[config.mk]
export PLATFORM = sky130hd
export DESIGN_NAME = pes_bank
export DESIGN_NICKNAME = d
export VERILOG_FILES = /design/src/hdl/pes_pkg.sv /design/src/hdl/pes_bank.sv
export SDC_FILE = /design/constraint.sdc
export NUM_CORES = 1
export LEC_CHECK = 0
export BUFFER_PORTS_ARGS = -buffer_cell sky130_fd_sc_hd__buf_2
export CAP_MARGIN = 15
export CORE_MARGIN = 1.5
export CORE_UTILIZATION = 43
export DETAILED_ROUTE_END_ITERATION = 10
export HOLD_SLACK_MARGIN = 0.06
export MAX_ROUTING_LAYER = met4
export PLACE_DENSITY = 0.67
export SYNTH_ARGS = -nofsm -noshare
export SYNTH_HDL_FRONTEND = slang
export SYNTH_SLANG_ARGS = --single-unit
[constraint.sdc]
create_clock -name clock -period 2.3 [get_ports clock]
set_input_delay 0.115 -clock clock [delete_from_list [all_inputs] [get_ports clock]]
set_output_delay 0.115 -clock clock [all_outputs]
set_load 0.05 [all_outputs]
[src/hdl/pes_pkg.sv]
// Package with register map, field layouts and timing for the PCS bank.
package pes_pkg;

   // Register addresses on the management register port.
   localparam logic [4:0] ADDR_EXT_STATUS = 5'h0F;
   localparam logic [4:0] ADDR_JITTER = 5'h10;
   localparam logic [4:0] ADDR_TBI_CTRL = 5'h11;

   // Extended status: 1000BASE-X FD and 1000BASE-T FD set, rest zero.
   localparam logic [15:0] EXT_STATUS_VALUE = 16'hA000;

   // Writable bits of the two control registers; the rest read as zero.
   localparam logic [15:0] JITTER_WMASK = 16'hF3FF;
   localparam logic [15:0] TBI_WMASK = 16'hF90C;

   // Reset values: jitter all zero, speed field at 1000 Mbps.
   localparam logic [15:0] JITTER_RESET = 16'h0000;
   localparam logic [15:0] TBI_RESET = 16'h0008;
   localparam logic [1:0] SPEED_RESET = 2'h2;

   // Jitter diagnostic register layout, bit 15 down to bit 0.
   typedef struct packed {
      logic en;
      logic [2:0] sel;
      logic [1:0] rsv;
      logic [9:0] custom;
   } pes_jitter_t;

   // Ten-bit interface control register layout, bit 15 down to bit 0.
   typedef struct packed {
      logic soft_rst;
      logic shortcut;
      logic rx_disp_dis;
      logic tx_disp_dis;
      logic link_long;
      logic [1:0] rsv_hi;
      logic an_sense;
      logic [3:0] rsv_mid;
      logic [1:0] speed;
      logic [1:0] rsv_lo;
   } pes_tbi_ctrl_t;

   // Pattern select encodings.
   localparam logic [2:0] SEL_CUSTOM = 3'h0;
   localparam logic [2:0] SEL_HIGH_FREQ = 3'h1;
   localparam logic [2:0] SEL_LOW_FREQ_A = 3'h2;
   localparam logic [2:0] SEL_LOW_FREQ_B = 3'h3;
   localparam logic [2:0] SEL_RANDOM = 3'h4;
   localparam logic [2:0] SEL_LOW_FREQ_C = 3'h5;

   // Fixed diagnostic code groups.
   localparam logic [9:0] PAT_HIGH_FREQ = 10'h2AA;
   localparam logic [9:0] PAT_LOW_FREQ = 10'h3E0;

   // Random pattern generator seed and feedback taps.
   localparam logic [15:0] LFSR_SEED = 16'hACE1;
   localparam logic [15:0] LFSR_TAPS = 16'hB400;

   // Timer figures in their own units and derived cycle counts.
   localparam int CLK_PERIOD_NS = 8;
   localparam int LINK_SHORT_NS = 1600000;
   localparam int LINK_LONG_NS = 10000000;
   localparam int LINK_SHORT_CYC = LINK_SHORT_NS / CLK_PERIOD_NS;
   localparam int LINK_LONG_CYC = LINK_LONG_NS / CLK_PERIOD_NS;
   localparam int SYNC_FAIL_CYC = 1250000;
   localparam int SHORTCUT_CYC = 64;
   localparam int TMR_W = 21;

   // Timer indices inside the timer bank.
   localparam int TMR_LINK = 0;
   localparam int TMR_SYNC = 1;
   localparam int TMR_NUM = 2;

endpackage

[src/hdl/pes_bank.sv]
// PCS extended status, jitter diagnostic and ten-bit interface control bank.
//
// Contract
// - Extended status read-only, bit 15 reads one.
// - Extended status bit 14 reads zero.
// - Bit 13 one, bit 12 zero, rest zero.
// - Diagnostic enable replaces traffic with test pattern.
// - Select field picks custom, random or reserved.
// - High and low frequency patterns are provided.
// - Custom field is the transmitted custom group.
// - Soft reset holds functional logic until cleared.
// - Shortcut makes both timers expire after 64.
// - Normal timers: 200000 and 1250000 cycles.
// - Receive disparity disable turns off receive checking.
// - Transmit disparity disable turns off transmit disparity.
// - Link timer value bit picks 1.6ms or 10ms.
// - Sense on: bypass partner completes without page.
// - Sense off: non-negotiating partner keeps link down.
// - Speed field selects port speed, resets 1000.
`timescale 1ns/100ps

module pes_bank #(
   parameter int LINK_SHORT_CYC = pes_pkg::LINK_SHORT_CYC,
   parameter int LINK_LONG_CYC = pes_pkg::LINK_LONG_CYC,
   parameter int SYNC_FAIL_CYC = pes_pkg::SYNC_FAIL_CYC
) (
   input wire logic clock,
   input wire logic reset_n,
   input wire logic clk_en,
   // Management register port, fed by the serial management decoder.
   input wire logic [4:0] mgmt_addr,
   input wire logic mgmt_wr,
   input wire logic mgmt_rd,
   input wire logic [15:0] mgmt_wdata,
   output logic [15:0] mgmt_rdata_q,
   output logic mgmt_rvalid_q,
   // Transmit path: normal code groups in, code groups to the serializer.
   input wire logic [9:0] tx_code_in,
   output logic [9:0] tx_code_group_q,
   output logic diag_active_q,
   // Controls toward the functional modules.
   output logic func_reset_q,
   output logic rx_disp_disable_q,
   output logic tx_disp_disable_q,
   output logic [1:0] port_speed_select_q,
   // Timer bank: restart pulses in, expiry levels out.
   input wire logic link_timer_start,
   input wire logic sync_timer_start,
   output logic link_timer_done_q,
   output logic sync_timer_done_q,
   // Auto-negotiation result shaping.
   input wire logic an_done_in,
   input wire logic an_page_in,
   input wire logic an_bypass_partner,
   output logic an_complete_q,
   output logic an_page_rx_q
);

   // Stored register contents.
   pes_pkg::pes_jitter_t jit_q, jit_d;
   pes_pkg::pes_tbi_ctrl_t tbi_q, tbi_d;
   logic [15:0] rdata_d;
   logic rvalid_d;

   // Register write and read decode. Reserved bits are masked on write so
   // they can never hold a one and always read back as zero.
   always_comb begin
      jit_d = jit_q;
      tbi_d = tbi_q;
      rdata_d = mgmt_rdata_q;
      rvalid_d = 1'b0;
      if (mgmt_wr) begin
         if (mgmt_addr == pes_pkg::ADDR_JITTER) begin
            jit_d = mgmt_wdata & pes_pkg::JITTER_WMASK;
         end else if (mgmt_addr == pes_pkg::ADDR_TBI_CTRL) begin
            tbi_d = mgmt_wdata & pes_pkg::TBI_WMASK;
         end
         // A write to the status address or elsewhere is dropped.
      end
      if (mgmt_rd) begin
         rvalid_d = 1'b1;
         if (mgmt_addr == pes_pkg::ADDR_EXT_STATUS) begin
            rdata_d = pes_pkg::EXT_STATUS_VALUE;
         end else if (mgmt_addr == pes_pkg::ADDR_JITTER) begin
            rdata_d = jit_q;
         end else if (mgmt_addr == pes_pkg::ADDR_TBI_CTRL) begin
            rdata_d = tbi_q;
         end else begin
            rdata_d = 16'h0000;
         end
      end
   end

   // Register file flops; the clock enable freezes everything.
   always_ff @(posedge clock) begin
      if (!reset_n) begin
         jit_q <= pes_pkg::JITTER_RESET;
         tbi_q <= pes_pkg::TBI_RESET;
         mgmt_rdata_q <= 16'h0000;
         mgmt_rvalid_q <= 1'b0;
      end else if (clk_en) begin
         jit_q <= jit_d;
         tbi_q <= tbi_d;
         mgmt_rdata_q <= rdata_d;
         mgmt_rvalid_q <= rvalid_d;
      end
   end

   // Control outputs mirror the register one cycle later. Software owns
   // keeping the disparity bits low; the block obeys whatever is written.
   logic func_reset_d, rx_dis_d, tx_dis_d;
   logic [1:0] speed_d;

   always_comb begin
      func_reset_d = tbi_q.soft_rst;
      rx_dis_d = tbi_q.rx_disp_dis;
      tx_dis_d = tbi_q.tx_disp_dis;
      speed_d = tbi_q.speed;
   end

   always_ff @(posedge clock) begin
      if (!reset_n) begin
         func_reset_q <= 1'b0;
         rx_disp_disable_q <= 1'b0;
         tx_disp_disable_q <= 1'b0;
         port_speed_select_q <= pes_pkg::SPEED_RESET;
      end else if (clk_en) begin
         func_reset_q <= func_reset_d;
         rx_disp_disable_q <= rx_dis_d;
         tx_disp_disable_q <= tx_dis_d;
         port_speed_select_q <= speed_d;
      end
   end

   // Random pattern source: a Galois shift register stepped every cycle.
   // It is cheap and never sticks at zero because the seed is non-zero.
   logic [15:0] lfsr_q, lfsr_d;
   logic [9:0] tx_d;
   logic diag_d;

   // Pattern mux. Reserved selects fall back to normal traffic, which is
   // safer on the line than sending an undefined code group.
   always_comb begin
      lfsr_d = {1'b0, lfsr_q[15:1]} ^ (lfsr_q[0] ? pes_pkg::LFSR_TAPS
                                                 : 16'h0000);
      tx_d = tx_code_in;
      diag_d = 1'b0;
      if (jit_q.en && !tbi_q.soft_rst) begin
         diag_d = 1'b1;
         case (jit_q.sel)
            pes_pkg::SEL_CUSTOM: begin
               tx_d = jit_q.custom;
            end
            pes_pkg::SEL_HIGH_FREQ: begin
               tx_d = pes_pkg::PAT_HIGH_FREQ;
            end
            pes_pkg::SEL_LOW_FREQ_A,
            pes_pkg::SEL_LOW_FREQ_B,
            pes_pkg::SEL_LOW_FREQ_C: begin
               tx_d = pes_pkg::PAT_LOW_FREQ;
            end
            pes_pkg::SEL_RANDOM: begin
               tx_d = lfsr_q[9:0];
            end
            default: begin
               tx_d = tx_code_in;
               diag_d = 1'b0;
            end
         endcase
      end
   end

   always_ff @(posedge clock) begin
      if (!reset_n) begin
         lfsr_q <= pes_pkg::LFSR_SEED;
         tx_code_group_q <= 10'h000;
         diag_active_q <= 1'b0;
      end else if (clk_en) begin
         lfsr_q <= lfsr_d;
         tx_code_group_q <= tx_d;
         diag_active_q <= diag_d;
      end
   end

   // Timer bank: entry 0 is the link timer, entry 1 the sync fail timer.
   logic [pes_pkg::TMR_NUM-1:0] tmr_start;
   logic [pes_pkg::TMR_NUM-1:0] tmr_done;
   logic [pes_pkg::TMR_W-1:0] link_limit;
   logic [pes_pkg::TMR_W-1:0] sync_limit;
   logic [pes_pkg::TMR_W-1:0] link_cnt_seen;

   // Expiry counts; the shortcut wins over the value control bit.
   always_comb begin
      tmr_start[pes_pkg::TMR_LINK] = link_timer_start;
      tmr_start[pes_pkg::TMR_SYNC] = sync_timer_start;
      if (tbi_q.shortcut) begin
         link_limit = pes_pkg::TMR_W'(pes_pkg::SHORTCUT_CYC);
         sync_limit = pes_pkg::TMR_W'(pes_pkg::SHORTCUT_CYC);
      end else begin
         link_limit = tbi_q.link_long ? pes_pkg::TMR_W'(LINK_LONG_CYC)
                                      : pes_pkg::TMR_W'(LINK_SHORT_CYC);
         sync_limit = pes_pkg::TMR_W'(SYNC_FAIL_CYC);
      end
   end

   // Each timer counts from its start pulse and latches done when the
   // count reaches the limit; soft reset clears it like a restart.
   for (genvar i = 0; i < pes_pkg::TMR_NUM; i++) begin : g_tmr
      logic [pes_pkg::TMR_W-1:0] cnt_q, cnt_d, lim;
      logic done_q, done_d;

      always_comb begin
         lim = (i == pes_pkg::TMR_LINK) ? link_limit : sync_limit;
         cnt_d = cnt_q;
         done_d = done_q;
         if (tmr_start[i] || tbi_q.soft_rst) begin
            cnt_d = '0;
            done_d = 1'b0;
         end else if (!done_q) begin
            cnt_d = cnt_q + 1'b1;
            done_d = (cnt_q + 1'b1) >= lim;
         end
      end

      always_ff @(posedge clock) begin
         if (!reset_n) begin
            cnt_q <= '0;
            done_q <= 1'b0;
         end else if (clk_en) begin
            cnt_q <= cnt_d;
            done_q <= done_d;
         end
      end

      assign tmr_done[i] = done_q;
   end

   assign link_cnt_seen = g_tmr[pes_pkg::TMR_LINK].cnt_q;

   always_comb begin
      link_timer_done_q = tmr_done[pes_pkg::TMR_LINK];
      sync_timer_done_q = tmr_done[pes_pkg::TMR_SYNC];
   end

   // Auto-negotiation result. With sense on, a bypass partner completes
   // the link with no page; with sense off it is ignored, link stays down.
   logic an_complete_d, an_page_d, sensed;

   always_comb begin
      sensed = tbi_q.an_sense && an_bypass_partner && !an_done_in;
      an_complete_d = an_done_in || sensed;
      an_page_d = an_page_in && !sensed;
      if (tbi_q.soft_rst) begin
         an_complete_d = 1'b0;
         an_page_d = 1'b0;
      end
   end

   always_ff @(posedge clock) begin
      if (!reset_n) begin
         an_complete_q <= 1'b0;
         an_page_rx_q <= 1'b0;
      end else if (clk_en) begin
         an_complete_q <= an_complete_d;
         an_page_rx_q <= an_page_d;
      end
   end
endmodule

==> impl_metrics.env <==
export IMPL_reg2reg_from="g_tmr[0].cnt_q[1]"
export IMPL_synth_fa_ha_area_frac=0.04322
export IMPL_drv_slew=0
export IMPL_fin_total_pwr_mw=5.053
export IMPL_rr_worst_depth=12
export IMPL_fmax_ghz=0.4500
export IMPL_crit_chain="ha_4, and3_4, buf_4, buf_4, nand3_1, xnor2_2, ha_1, nand2_1, nand3b_1, o211ai_1, a311o_1, nand2_1"
export IMPL_ys_seq_area_frac=0.3820
export IMPL_slowest_delay_ns=0.38
export IMPL_synth_area_mux_share=0.06997
export IMPL_die_h_um=121.9
export IMPL_worst_pin_slew_ns=0.7756
export IMPL_cp_start_kind="register"
export IMPL_synth_xor_area_share=0.04034
export IMPL_synth_area_top_cells="dfxtp_1, mux2i_1, nand2_1"
export IMPL_final_util=0.5719
export IMPL_synth_edf_count=0
export IMPL_grt_max_degree=39
export IMPL_ant_nets=0
export IMPL_synth_compound_area_frac=0.1770
export IMPL_setup_viol=0
export IMPL_yosysWarnings=0
export IMPL_peakVddDrop_uv=722.5
export IMPL_postPlaceCellArea_um2=6959
export IMPL_min_path_type="primary input to register"
export IMPL_layout_area_overhead_vs_synth_pct=30.07
export IMPL_ys_ff_latch=116
export IMPL_finClkSkew_ns=0.006610
export IMPL_yosysTopAreaCell="dfxtp_1"
export IMPL_final_nets=938
export IMPL_row_count=43
export IMPL_arrival_ns=2.58
export IMPL_grt_pass1_vias=5295
export IMPL_wl_mm=15.89
export IMPL_hold_viol_final=0
export IMPL_crit_required_ns=2.66
export IMPL_gr_total_overflow=0
export IMPL_fin_area_um2=7908
export IMPL_hp_start="tx_code_in[3]"
export IMPL_timing_final_ws_setup_ns=0.07775
export IMPL_period_share=0.9662
export IMPL_ys_async_sr_fraction=0
export IMPL_routabilityCongestion=0.8654
export IMPL_track_usage=0.2243
export IMPL_vias_per_cell=5.353
export IMPL_pre_cts_ws_ns=-0.04669
export IMPL_drc=0
export IMPL_clk_pin_slew_ns=0.06
export IMPL_dieArea_um2=14860
export IMPL_p_leak_nw=3.399
export IMPL_holdPathStages=3
export IMPL_syn_inst=746
export IMPL_final_layout_size_suffix_gt1_frac=0.2531
export IMPL_clock_latency_ns=0.41
export IMPL_portBuffers=75
export IMPL_cts_tree="built"
export IMPL_netlist_cell_type_count=60
export IMPL_drt_iter0_drc=316
export IMPL_cts_sinks=116
export IMPL_synth_ff_type="dfxtp_1"
export IMPL_grt_pass1_wl_mm=25.49
export IMPL_slew_headroom=0.4829
export IMPL_firstDrtPassIters=8
export IMPL_synth_top_family_by_area="simple AND/OR/NAND/NOR gates"
export IMPL_final_common_cell="dfxtp_1"
export IMPL_place_hpwl_mm=10.82
export IMPL_num_antenna_cells=0
export IMPL_path_class="register to register"
export IMPL_die_x_um=121.9
export IMPL_holdPathEnd="tx_code_group_q[3]"
export IMPL_ctsHtreeMaxLevel=4
export IMPL_vias=5722
export IMPL_io_pins=78
export IMPL_synth_area_per_cell_um2=8.150
export IMPL_antenna_found_initial=0
export IMPL_numCtsBuffers=17
export IMPL_outcome="complete, no violations"
export IMPL_wl_per_cell_um=14.86
export IMPL_start_util=0.4397
export IMPL_cpMaxStageDelayCell="dfxtp_2"
export IMPL_synthSimpleGateAreaFrac=0.2439
export IMPL_drv_cap=0
export IMPL_cts_root_buf="clkbuf_16"
export IMPL_synth_top_area_share=0.3820
export IMPL_final_cell_mix="dfxtp_1, nand2_1, nor2_1"
export IMPL_clk_path_buf_depth=2
export IMPL_whs_ns=0.07219
export IMPL_netlist_area_um2=6080
export IMPL_syn_nets=808
export IMPL_worst_path_max_fanout=4
export IMPL_ff2ff_setup_slack_ns=0.08
export IMPL_r2r_end="link_timer_done_q"
export IMPL_core_area_um2=13830
export IMPL_period_needed_ns=2.222
export IMPL_powerDensity_nw_per_um2=639.0
export IMPL_cp_end_kind="register"
[worst max-delay path: cells and delay by family (launching register included)]
kind                       cells  cell delay (ns)
and+or+nand+nor                5             0.53
AOI/OAI and AO/OA              2             0.45
adders and majority gates      2             0.43
buffers and inverters          2             0.21
xor gates and xnor gates       1             0.17
DFF                            1             0.38
[sequential cells by signal (all words and copies together) (netlist names), 2 cells and up]
register / flops
g_tmr.cnt_q: 42
lfsr_q: 16
mgmt_rdata_q: 15
jit_q: 14
tx_code_group_q: 10
tbi_q: 3
port_speed_select_q: 2
speed_d: 2
[what timing repair did]
action	CTS	global route
setup endpoints to repair	1	2
pin swaps	1	4
hold buffers	20	0
setup buffers	0	2
gates resized for setup	4	37
gates cloned	0	0
hold endpoints to repair	26	0
[routing by layer]
layer / wire length [um] / vias to the layer above / track usage / part of all wire
met1: 7577 / 2681 / 0.2848 / 0.48
met2: 7388 / 116 / 0.3473 / 0.47
li1: - / 2902 / - / -
met5: 0 / - / - / 0
met4: 357 / 0 / 0.08456 / 0.022
met3: 564 / 23 / 0.05197 / 0.036
[cell usage after synthesis, types with 6 or more instances]
cell type	n
dfxtp_1	116
nand2_1	95
nor2_1	93
a21oi_1	54
mux2i_1	38
o21ai_0	35
clkbuf_1	33
nor3_1	28
a22oi_1	21
ha_1	21
nand3_1	19
xnor2_1	19
nor2b_1	18
inv_1	12
and3_1	11
buf_2	9
xor2_1	9
o221ai_1	8
a211oi_1	7
a31oi_1	6
[power by group]
| part | switching, mW | internal [mW] | leakage (nW) |
|---|---|---|---|
| combinational | 0.242 | 0.151 | 2.18 |
| clock | 0.961 | 1.62 | 0.272 |
| sequential | 0.0293 | 2.05 | 0.948 |
[logic make-up after synthesis]
kind of cell               count (synthesis)
muxes                                     42
and+or+nand+nor                          308
buffers and inverters                     62
xor gates and xnor gates                  28
adders and majority gates                 21
AOI/OAI and AO/OA                        168
other                                      1
DFF                                      116
[per-stage QoR]
stage                     cells    TNS, ns
after floorplan             746  -0.001323
after global placement     1015  -0.007673
after detailed placement   1015   -0.04669
after CTS                  1067          0
after global routing       1069   -0.06816
final                      1069          0
[cell type report]
class	instances	area, um2
multi-input combinational	568	3650
tap	180	225.2
inverter	13	48.80
fill	1246	5919
clock inverter	12	131.4
sequential	116	2342
timing repair buffer	160	1064
clock buffer	20	446.7
[how the worst max path moves through the flow]
stage	from	to	cells past startpoint
floorplan	g_tmr[0].cnt_q[0]	link_timer_done_q	11
global placement	g_tmr[0].cnt_q[0]	link_timer_done_q	10
detailed placement	g_tmr[0].cnt_q[1]	link_timer_done_q	10
CTS	g_tmr[1].cnt_q[1]	sync_timer_done_q	11
global route	g_tmr[1].cnt_q[2]	sync_timer_done_q	9
finish	g_tmr[0].cnt_q[1]	link_timer_done_q	12
No activity file was read; power rests on OpenSTA's default activity.
